===== src/logic/bcm_cfg.svh =====
// Register offsets, field positions, masks and reset values of the break matcher.
`ifndef BCM_CFG_SVH
`define BCM_CFG_SVH
`define BCM_OFS_A_ADDR 12'h000
`define BCM_OFS_A_AMASK 12'h004
`define BCM_OFS_A_CYC 12'h008
`define BCM_OFS_B_ADDR 12'h00c
`define BCM_OFS_B_AMASK 12'h010
`define BCM_OFS_B_CYC 12'h014
`define BCM_OFS_B_DATA 12'h018
`define BCM_OFS_B_DMASK 12'h01c
`define BCM_OFS_B_CTRL 12'h020
`define BCM_OFS_STATUS 12'h024
`define BCM_RST_16 16'h0000
`define BCM_RST_32 32'h0000_0000
`define BCM_CYC_MASK 16'h00ff
`define BCM_CYCB_MASK 16'h03ff
`define BCM_CTRL_MASK 32'h0000_0001
`define BCM_FLD_MASTER_HI 7
`define BCM_FLD_MASTER_LO 6
`define BCM_FLD_KIND_HI 5
`define BCM_FLD_KIND_LO 4
`define BCM_FLD_DIR_HI 3
`define BCM_FLD_DIR_LO 2
`define BCM_FLD_SIZE_HI 1
`define BCM_FLD_SIZE_LO 0
`define BCM_FLD_XY_EN 9
`define BCM_FLD_XY_SEL 8
`define BCM_FLD_DATA_EN 0
`endif


===== src/logic/bcm_pkg.sv =====
// Types shared by the break matcher and its bench.
package bcm_pkg;
	typedef enum logic [1:0] {
		BCM_SZ_ANY = 2'h0,
		BCM_SZ_BYTE = 2'h1,
		BCM_SZ_WORD = 2'h2,
		BCM_SZ_LONG = 2'h3
	} bcm_size_t;

	typedef struct packed {
		logic valid;
		logic is_dma;
		logic is_fetch;
		logic is_write;
		bcm_size_t size;
		logic [31:0] addr;
		logic [31:0] data;
	} bcm_cycle_t;

	typedef struct packed {
		logic valid;
		logic is_y;
		logic is_dma;
		logic is_fetch;
		logic is_write;
		logic [15:0] addr;
		logic [15:0] data;
	} bcm_xy_cycle_t;

	typedef struct packed {
		logic [31:0] paddr;
		logic psel;
		logic penable;
		logic pwrite;
		logic [31:0] pwdata;
	} bcm_apb_req_t;
endpackage

===== src/logic/bcm_match.sv =====
// Break-condition comparator for two channels with an APB register slave.
`timescale 1ns/10ps
`include "bcm_cfg.svh"

// Functional notes
// - Master field: 00 off, 01 CPU only, 10 DMA only, 11 both.
// - Cycle kind field: 00 off, 01 fetch only, 10 data only, 11 both.
// - Direction field: 00 off, 01 read only, 10 write only, 11 both.
// - Size field: 00 any size, 01 byte, 10 word, 11 longword.
// - Channel A cycle register upper byte reads zero; software writes zero.
// - With DMA master chosen every DMA controller cycle is a candidate.
// - Fetches count as word size; data size comes from the access itself.
// - Reset clears the channel A cycle register.
// - Channel A mask bit one drops that address bit from the compare.
// - X/Y off: channel B compares all 32 address bits with the main bus.
// - X/Y on: upper half against X bus, lower half against Y bus.
// - Bit zero of X and Y addresses is never compared.
// - Channel B mask bit one drops that address bit from the compare.
// - X/Y on: upper mask half for X, lower mask half for Y.
// - Data compare: full bus, or upper half to X, lower half to Y.
// - Data mask: both halves, or upper for X, lower for Y.
// - Reset clears both channel B address halves.
// - Reset clears both channel B data mask halves.
// - Channel B data mask bit one drops that data bit from the compare.
// - Byte data sits in bits 7..0 for odd, 15..8 for even addresses.
// - X/Y enable picks main bus or X/Y buses; select valid only when enabled.
module bcm_match (
	input wire logic ref_clk,
	input wire logic rstn,
	input wire bcm_pkg::bcm_apb_req_t apb_req,
	output logic [31:0] prdata,
	output logic pready,
	output logic pslverr,
	input wire bcm_pkg::bcm_cycle_t bus_cycle,
	input wire bcm_pkg::bcm_xy_cycle_t xy_cycle,
	output logic match_a,
	output logic match_b
);
	logic [31:0] a_addr_r;
	logic [31:0] a_amask_r;
	logic [15:0] a_cyc_r;
	logic [31:0] b_addr_r;
	logic [31:0] b_amask_r;
	logic [15:0] b_cyc_r;
	logic [31:0] b_data_r;
	logic [31:0] b_dmask_r;
	logic b_data_en_r;
	logic [31:0] prdata_nxt;
	logic hit;
	logic access;
	logic wr_en;
	logic a_hit;
	logic b_hit;

	assign access = apb_req.psel && apb_req.penable;
	assign wr_en = access && apb_req.pwrite && hit;

	// Cycle attribute check shared by both channels; any disabling field blocks the match.
	function automatic logic attr_ok(input logic [7:0] sel, input logic dma, input logic fetch,
		input logic wr, input bcm_pkg::bcm_size_t sz);
		logic m_ok;
		logic k_ok;
		logic d_ok;
		logic s_ok;
		logic [1:0] eff;
		m_ok = dma ? sel[`BCM_FLD_MASTER_HI] : sel[`BCM_FLD_MASTER_LO];
		k_ok = fetch ? sel[`BCM_FLD_KIND_LO] : sel[`BCM_FLD_KIND_HI];
		d_ok = wr ? sel[`BCM_FLD_DIR_HI] : sel[`BCM_FLD_DIR_LO];
		eff = fetch ? 2'(bcm_pkg::BCM_SZ_WORD) : 2'(sz);
		s_ok = (sel[`BCM_FLD_SIZE_HI:`BCM_FLD_SIZE_LO] == 2'h0) ||
			(sel[`BCM_FLD_SIZE_HI:`BCM_FLD_SIZE_LO] == eff);
		attr_ok = m_ok && k_ok && d_ok && s_ok;
	endfunction

	// Address decode and read mux.
	always_comb begin
		hit = 1'b1;
		prdata_nxt = 32'h0000_0000;
		case (apb_req.paddr[11:0])
			`BCM_OFS_A_ADDR: prdata_nxt = a_addr_r;
			`BCM_OFS_A_AMASK: prdata_nxt = a_amask_r;
			`BCM_OFS_A_CYC: prdata_nxt = {16'h0000, a_cyc_r & `BCM_CYC_MASK};
			`BCM_OFS_B_ADDR: prdata_nxt = b_addr_r;
			`BCM_OFS_B_AMASK: prdata_nxt = b_amask_r;
			`BCM_OFS_B_CYC: prdata_nxt = {16'h0000, b_cyc_r & `BCM_CYCB_MASK};
			`BCM_OFS_B_DATA: prdata_nxt = b_data_r;
			`BCM_OFS_B_DMASK: prdata_nxt = b_dmask_r;
			`BCM_OFS_B_CTRL: prdata_nxt = {31'h0000_0000, b_data_en_r};
			`BCM_OFS_STATUS: prdata_nxt = {30'h0000_0000, match_b, match_a};
			default: hit = 1'b0;
		endcase
		if (apb_req.paddr[31:12] != 20'h00000) begin
			hit = 1'b0;
			prdata_nxt = 32'h0000_0000;
		end
	end

	// Slave answers in the second access cycle (one wait state); pready pulses for that cycle.
	always_ff @(posedge ref_clk or negedge rstn) begin
		if (!rstn) begin
			pready <= 1'b0;
			pslverr <= 1'b0;
			prdata <= `BCM_RST_32;
		end else begin
			pready <= apb_req.psel && apb_req.penable && !pready;
			pslverr <= apb_req.psel && apb_req.penable && !pready && !hit;
			// Read data is loaded only for the answering cycle, so it reads zero at all other times.
			prdata <= (access && !pready && !apb_req.pwrite) ? prdata_nxt : `BCM_RST_32;
		end
	end

	// Writes land at the edge where pready is sampled high.
	always_ff @(posedge ref_clk or negedge rstn) begin
		if (!rstn) begin
			a_addr_r <= `BCM_RST_32;
			a_amask_r <= `BCM_RST_32;
			a_cyc_r <= `BCM_RST_16;
			b_addr_r <= `BCM_RST_32;
			b_amask_r <= `BCM_RST_32;
			b_cyc_r <= `BCM_RST_16;
			b_data_r <= `BCM_RST_32;
			b_dmask_r <= `BCM_RST_32;
			b_data_en_r <= 1'b0;
		end else if (wr_en && pready) begin
			case (apb_req.paddr[11:0])
				`BCM_OFS_A_ADDR: a_addr_r <= apb_req.pwdata;
				`BCM_OFS_A_AMASK: a_amask_r <= apb_req.pwdata;
				`BCM_OFS_A_CYC: a_cyc_r <= apb_req.pwdata[15:0] & `BCM_CYC_MASK;
				`BCM_OFS_B_ADDR: b_addr_r <= apb_req.pwdata;
				`BCM_OFS_B_AMASK: b_amask_r <= apb_req.pwdata;
				`BCM_OFS_B_CYC: b_cyc_r <= apb_req.pwdata[15:0] & `BCM_CYCB_MASK;
				`BCM_OFS_B_DATA: b_data_r <= apb_req.pwdata;
				`BCM_OFS_B_DMASK: b_dmask_r <= apb_req.pwdata;
				`BCM_OFS_B_CTRL: b_data_en_r <= apb_req.pwdata[`BCM_FLD_DATA_EN];
				default: b_data_en_r <= b_data_en_r;
			endcase
		end
	end

	// Channel A: attributes plus masked address on the main bus.
	always_comb begin
		a_hit = bus_cycle.valid &&
			attr_ok(a_cyc_r[7:0], bus_cycle.is_dma, bus_cycle.is_fetch,
				bus_cycle.is_write, bus_cycle.size) &&
			(((bus_cycle.addr ^ a_addr_r) & ~a_amask_r) == 32'h0000_0000);
	end

	// Channel B: main bus or one of the X/Y buses.
	always_comb begin
		logic [15:0] ref_a;
		logic [15:0] msk_a;
		logic [15:0] ref_d;
		logic [15:0] msk_d;
		ref_a = 16'h0000;
		msk_a = 16'h0000;
		ref_d = 16'h0000;
		msk_d = 16'h0000;
		b_hit = 1'b0;
		if (!b_cyc_r[`BCM_FLD_XY_EN]) begin
			b_hit = bus_cycle.valid &&
				attr_ok(b_cyc_r[7:0], bus_cycle.is_dma, bus_cycle.is_fetch,
					bus_cycle.is_write, bus_cycle.size) &&
				(((bus_cycle.addr ^ b_addr_r) & ~b_amask_r) == 32'h0000_0000) &&
				(!b_data_en_r ||
				(((bus_cycle.data ^ b_data_r) & ~b_dmask_r) == 32'h0000_0000));
		end else begin
			if (b_cyc_r[`BCM_FLD_XY_SEL]) begin
				ref_a = b_addr_r[15:0];
				msk_a = b_amask_r[15:0];
				ref_d = b_data_r[15:0];
				msk_d = b_dmask_r[15:0];
			end else begin
				ref_a = b_addr_r[31:16];
				msk_a = b_amask_r[31:16];
				ref_d = b_data_r[31:16];
				msk_d = b_dmask_r[31:16];
			end
			b_hit = xy_cycle.valid && (xy_cycle.is_y == b_cyc_r[`BCM_FLD_XY_SEL]) &&
				attr_ok(b_cyc_r[7:0], xy_cycle.is_dma, xy_cycle.is_fetch,
					xy_cycle.is_write, bcm_pkg::BCM_SZ_WORD) &&
				(((xy_cycle.addr[15:1] ^ ref_a[15:1]) & ~msk_a[15:1]) == 15'h0000) &&
				(!b_data_en_r ||
				(((xy_cycle.data ^ ref_d) & ~msk_d) == 16'h0000));
		end
	end

	// Match outputs follow the hits for as long as they last, registered one edge after the bus cycle.
	always_ff @(posedge ref_clk or negedge rstn) begin
		if (!rstn) begin
			match_a <= 1'b0;
			match_b <= 1'b0;
		end else begin
			match_a <= a_hit;
			match_b <= b_hit;
		end
	end
endmodule


===== config.mk =====
export PLATFORM = sky130hd
export DESIGN_NAME = bcm_match
export DESIGN_NICKNAME = d
export VERILOG_FILES = /design/src/logic/bcm_pkg.sv /design/src/logic/bcm_match.sv
export VERILOG_INCLUDE_DIRS = /design/src /design/src/logic
export SDC_FILE = /design/constraint.sdc
export NUM_CORES = 1
export LEC_CHECK = 0
export BUFFER_PORTS_ARGS = -buffer_cell sky130_fd_sc_hd__buf_2
export CAP_MARGIN = 10
export CORE_AREA = 3 3 187 189
export CTS_CLUSTER_SIZE = 12
export DETAILED_ROUTE_END_ITERATION = 6
export DIE_AREA = 0 0 190 192
export PLACE_DENSITY = 0.65
export SYNTH_ARGS = -nofsm -noshare
export SYNTH_HDL_FRONTEND = slang
export SYNTH_SLANG_ARGS = --single-unit
export TNS_END_PERCENT = 10

===== constraint.sdc =====
create_clock -name ref_clk -period 2.4 [get_ports ref_clk]
set_clock_uncertainty 0.05 [all_clocks]
set_input_delay 0.36 -clock ref_clk [delete_from_list [all_inputs] [get_ports ref_clk]]
set_output_delay 0.36 -clock ref_clk [all_outputs]
set_load 0.03 [all_outputs]

Word level (Yosys, flattened, before mapping):

Cells that the tools add are included.

* register bits: 247
* input port bits: 176
* output and inout bits: 36

* eq/ne operators: 13
* muxes and demuxes: 24
* bitwise gates (word level): 15
* reduce and logical (&&, ||, !) cells: 53

Operators by type and width (count)
* $pmux W32 S10: 1
* $mux W16: 8
* $and A32 B32 Y32: 3
* $logic_not A32 Y1: 3
* $not A32 Y32: 3
* $xor A32 B32 Y32: 3
* $mux W32: 2
* $eq A12 B5 Y1 const B: 4
* $logic_and A1 B1 Y1: 25
* $eq A12 B4 Y1 const B: 2
* $eq A12 B6 Y1 const B: 2
* $reduce_bool A20 Y1: 1
* $reduce_and A2 Y1: 9
* $and A16 B16 Y16: 1
* $logic_not A16 Y1: 1
* $not A16 Y16: 1
* $xor A16 B16 Y16: 1
* $and A15 B15 Y15: 1
* $logic_not A15 Y1: 1
* $not A15 Y15: 1
* $xor A15 B15 Y15: 1
* $eq A12 B3 Y1 const B: 1
* $logic_not A12 Y1: 1
* $mux W1: 12
* 8 further kinds: 17

Longest topological paths before layout:

* depth after elaboration: 8
* mapped depth: 10

Least setup slack after synthesis:

No wires, ideal clock.

* path type: input-to-reg
* from: in apb_req[44] in the netlist's numbering
* to: reg b_data_r[10]
* data arrival time: 2.531 ns
* path slack: -0.306 ns
* stages: 9
* path buffers: 3
* cell sequence: or4_4 > o22ai_2 > a21oi_1 > or3_1 > buf_6 > or3_1 > buf_2 > buf_6 > mux2_4

* word-level cells in the longest chain between the ends: 7
* elaborated cells on any way between the ends: 16
* classes of those cells: eq/ne: 9; mux: 2; reduce/logical: 5

RTL lines
* from (decl): RTL line bcm_match.sv:30 `input wire bcm_pkg::bcm_apb_req_t apb_req,`
* $eq A12 B6 Y1 (tied with other cells): RTL line bcm_match.sv:79 `case (apb_req.paddr[11:0])`
* $reduce_or A10 Y1 (no line)
* $mux W1: RTL line bcm_match.sv:79
* $mux W1: RTL line bcm_match.sv:92 `if (apb_req.paddr[31:12] != 20'h00000) begin`
* $logic_and A1 B1 Y1: RTL line bcm_match.sv:56 `assign wr_en = access && apb_req.pwrite && hit;`
* $logic_and A1 B1 Y1: RTL line bcm_match.sv:124 `end else if (wr_en && pready) begin`
* $reduce_and A2 Y1 (no line) (*)
* to (signal assigned): RTL line bcm_match.sv:121 `` b_data_r <= `BCM_RST_32; ``
* to (signal assigned): RTL line bcm_match.sv:132 `` `BCM_OFS_B_DATA: b_data_r <= apb_req.pwdata; ``
* to (decl): RTL line bcm_match.sv:45 `logic [31:0] b_data_r;`

Mark *: on every way between the ends. The rest lies on a longest branch, timed or not.
A chain may end at the register's enable or synchronous reset.

Final worst setup path:

* from: in apb_req[44] in the netlist's numbering
* to: reg b_data_r[23]

Same word-level chain as after synthesis.

==> impl_metrics.csv <==
group,metric,value,unit
status,status,"completed",
floorplanning,ios,212,
setup_path,r2r-end,"match_b$_DFF_PN0_",
setup_path,crit_type,"input port to register",
synth,synth_top_flop_cell,"dfrtp_1",
cts,clk_pin_slew,0.06,ns
power,seq_power_share,44.3,%
grt,grt_max_degree,67,
cells_and_area,nFillCells,3115,
route,drcViolationCount,0,
setup_path,cp.depth,8,
setup_path,worst_r2r_path_depth,6,
setup_path,crit_chain,"buf_2 > or4_4 > o22ai_2 > a21oi_2 > or3_1 > or3_2 > buf_12 > mux2_4",
floorplanning,placementRows,67,
job,cap_violations,0,
route,highest_layer,"met4",
floorplanning,die_area,0.0365,sq mm
cts,cts.sinks,247,
cts,cts_setup_buffers,0,
setup_path,crit_end,"b_data_r[23]$_DFFE_PN0P_",
setup_path,crit_fanout,29,
sta,hold_violations,0,
sta,rsz0062_at_grt,"false",
power,internal-power,7.22,mW
synth,synthCells,1041,
floorplanning,core_area,0.0334,sq mm
power,p_total,9.40,mW
cts,cts_inserted_buffers,28,
setup_path,worstPathArrival,2.65,ns
synth,syn-num-nets,1217,
cells_and_area,drive_gt1_share,42.1,%
floorplanning,start_util,38.8,%
cells_and_area,utilization,48.0,%
synth,syn_avg_cell_area,12.5,sq um
cts,cts-root-buf,"clkbuf_16",
grt,antenna_found_initial,1,
placement,hpwlAfterDp,36200,um
setup_path,crit_path_start_kind,"input port",
setup_path,end_kind,"register",
grt,grt_pass1_wl,68900,um
cells_and_area,nets,1479,
cells_and_area,final_cell_mix,"247 x dfrtp_1, 209 x buf_2, 157 x xnor2_1",
setup_path,required,2.78,ns
sta,fmax,441,MHz
route,vias,10295,
route,route.met2.wl,21100,um
sta,slew_headroom,57.3,%
route,routed_wl,47600,um
cells_and_area,syn2layout_area_growth,23.7,%
grt,grt_usage,25.5,%
setup_path,reg2reg_from,"b_cyc_r[5]$_DFFE_PN0P_",
power,power_frac_comb,7.8,%
grt,grt_overflow,0,
sta,final-setup-viol-count,0,
sta,min_period_over_period,94.5,%
cts,clock_path_buffers,3,
placement,port_buffers,210,
synth,ys_ff_latch,247,
power,clockPowerShare,47.9,%
placement,gp_congestion,0.957,
route,wl_met1,20800,um
route,avgRoutedWirePerCell,26.8,um
synth,synth_edf_count,0,
synth,ys_async_sr_fraction,100,%
cts,insertion_delay,0.55,ns
route,initialDrtViolationCount,913,
route,drtAntennaViolNets,0,
setup_path,path_delay_family,"simple AND/OR/NAND/NOR gates",
power,p_leak,7.43,nW
floorplanning,die_width,190,um
synth,synth.distinct_cells,50,
sta,min_period,2.27,ns
cts,hold_buffers,1,
setup_path,worst-path-buf-inv,2,
route,vias_per_cell,5.81,
sta,drv_slew,0,
setup_path,crit_path_start,"apb_req[44]",
cells_and_area,final_common_cell,"dfrtp_1",
floorplanning,fp.dieH,192,um
route,first_pass_iters,7,
power,p_switching,2.19,mW
route,met3WireLength,3870,um
setup_path,reg2reg_setup_slack,0.23,ns
synth,syn_area,0.0130,sq mm
cts,htree_levels,1,
power,ir_drop,502,uV
setup_path,slowest_stage,"or4_4",
hold_path,min_path_type,"input port to register",
synth,yosys_warnings,0,
power,cellPowerDensity,585,mW/mm^2
grt,grt_pass1_vias,10403,
setup_path,max_stage_delay,0.55,ns
cts,post_cts_resized,0,
power,p_sw_share,23.3,%
sta,tightestPinTransition,0.641,ns
synth,seq_area_frac_synth,47.6,%
cts,cts_tree,"done",
-- worst register-to-register path, stage by stage (launching register included) --
cell and delay, ns:
dfrtp_1 0.42, mux2i_1 0.10, nor4bb_1 0.25, o311ai_0 0.19, or4_1 0.67, a21oi_1 0.26
a32o_1 0.17
-- per-stage QoR --
step / setup WS (ns) / instances / hold WS [ns] / cell area, sq um / setup TNS (ns)
final: 0.133 / 1772 / 0.0379 / 16100 / 0
after global routing: 0.0366 / 1772 / 0.0558 / 16100 / 0
after CTS: 0.162 / 1771 / 0.0245 / 16100 / 0
after detailed placement: -0.399 / 1720 / 0.321 / 15100 / -66.42
after global placement: -0.385 / 1720 / 0.317 / 15100 / -65.65
after floorplan: -0.260 / 1041 / 0.0144 / 13000 / -37.95
-- power groups by stage --
stage / logic, mW / registers (mW) / clock network, mW
floorplan: 0.231 / 4.25 / 0
global placement: 0.714 / 4.24 / 0
detailed placement: 0.721 / 4.24 / 0
CTS: 0.725 / 4.17 / 4.56
global route: 0.775 / 4.17 / 4.73
finish: 0.730 / 4.17 / 4.51
-- layer usage --
layer	global-route usage, %	vias up
met5	0	-
met4	8.87	0
met3	3.89	84
met2	39.2	521
met1	36.8	5261
li1	-	4429
-- final cells by class --
class	instances	area (sq um)	area share (%)
well taps	448	561	3.49
diodes	1	2.50	0.0156
repair buffers	278	1750	10.9
clock buffers	41	851	5.29
multi-input cells	743	6580	41.0
clock inverters	9	124	0.771
flip-flops and latches	247	6180	38.5
inverters	5	18.8	0.117
-- Yosys cell counts (10+ instances only) --
cell / instances / area [sq um]
nor3_1: 10 / 50.1
clkbuf_1: 24 / 90.1
mux2i_1: 34 / 340
nand2_1: 10 / 37.5
a21oi_1: 40 / 200
a221oi_1: 33 / 289
nor2_1: 48 / 180
o22ai_1: 75 / 469
buf_2: 14 / 70.1
xnor2_1: 157 / 1380
mux2_2: 152 / 1710
nor4_1: 19 / 119
mux2_4: 60 / 901
dfrtp_1: 247 / 6180
a22oi_1: 28 / 210
-- sequential cells by signal, indices dropped and copies added, names as in the netlist --
register and flops:
a_addr_r 32, a_amask_r 32, a_cyc_r 8, b_addr_r 32
b_amask_r 32, b_cyc_r 10, b_data_en_r 1, b_data_r 32
b_dmask_r 32, match_a 1, match_b 1, prdata 32
pready 1, pslverr 1
-- worst min path at each step --
stage,from,end,slack (ns),depth (start not counted)
floorplan,rstn,a_addr_r[0]$_DFFE_PN0P_,0.01,0
global placement,rstn,b_cyc_r[8]$_DFFE_PN0P_,0.32,1
detailed placement,rstn,prdata[2]$_DFF_PN0_,0.32,1
CTS,apb_req[33],pslverr$_DFF_PN0_,0.02,3
global route,apb_req[33],pslverr$_DFF_PN0_,0.06,3
finish,apb_req[33],pslverr$_DFF_PN0_,0.04,3
-- cell families after synthesis --
kind of cell,after synthesis,share of synthesized area (%)
flops,247,47.6
buf+inv,51,2.01
simple gates,129,5.66
xor+xnor,159,10.7
mux,253,23.4
compound gates,202,10.6
Power figures use the tool's default switching activity.
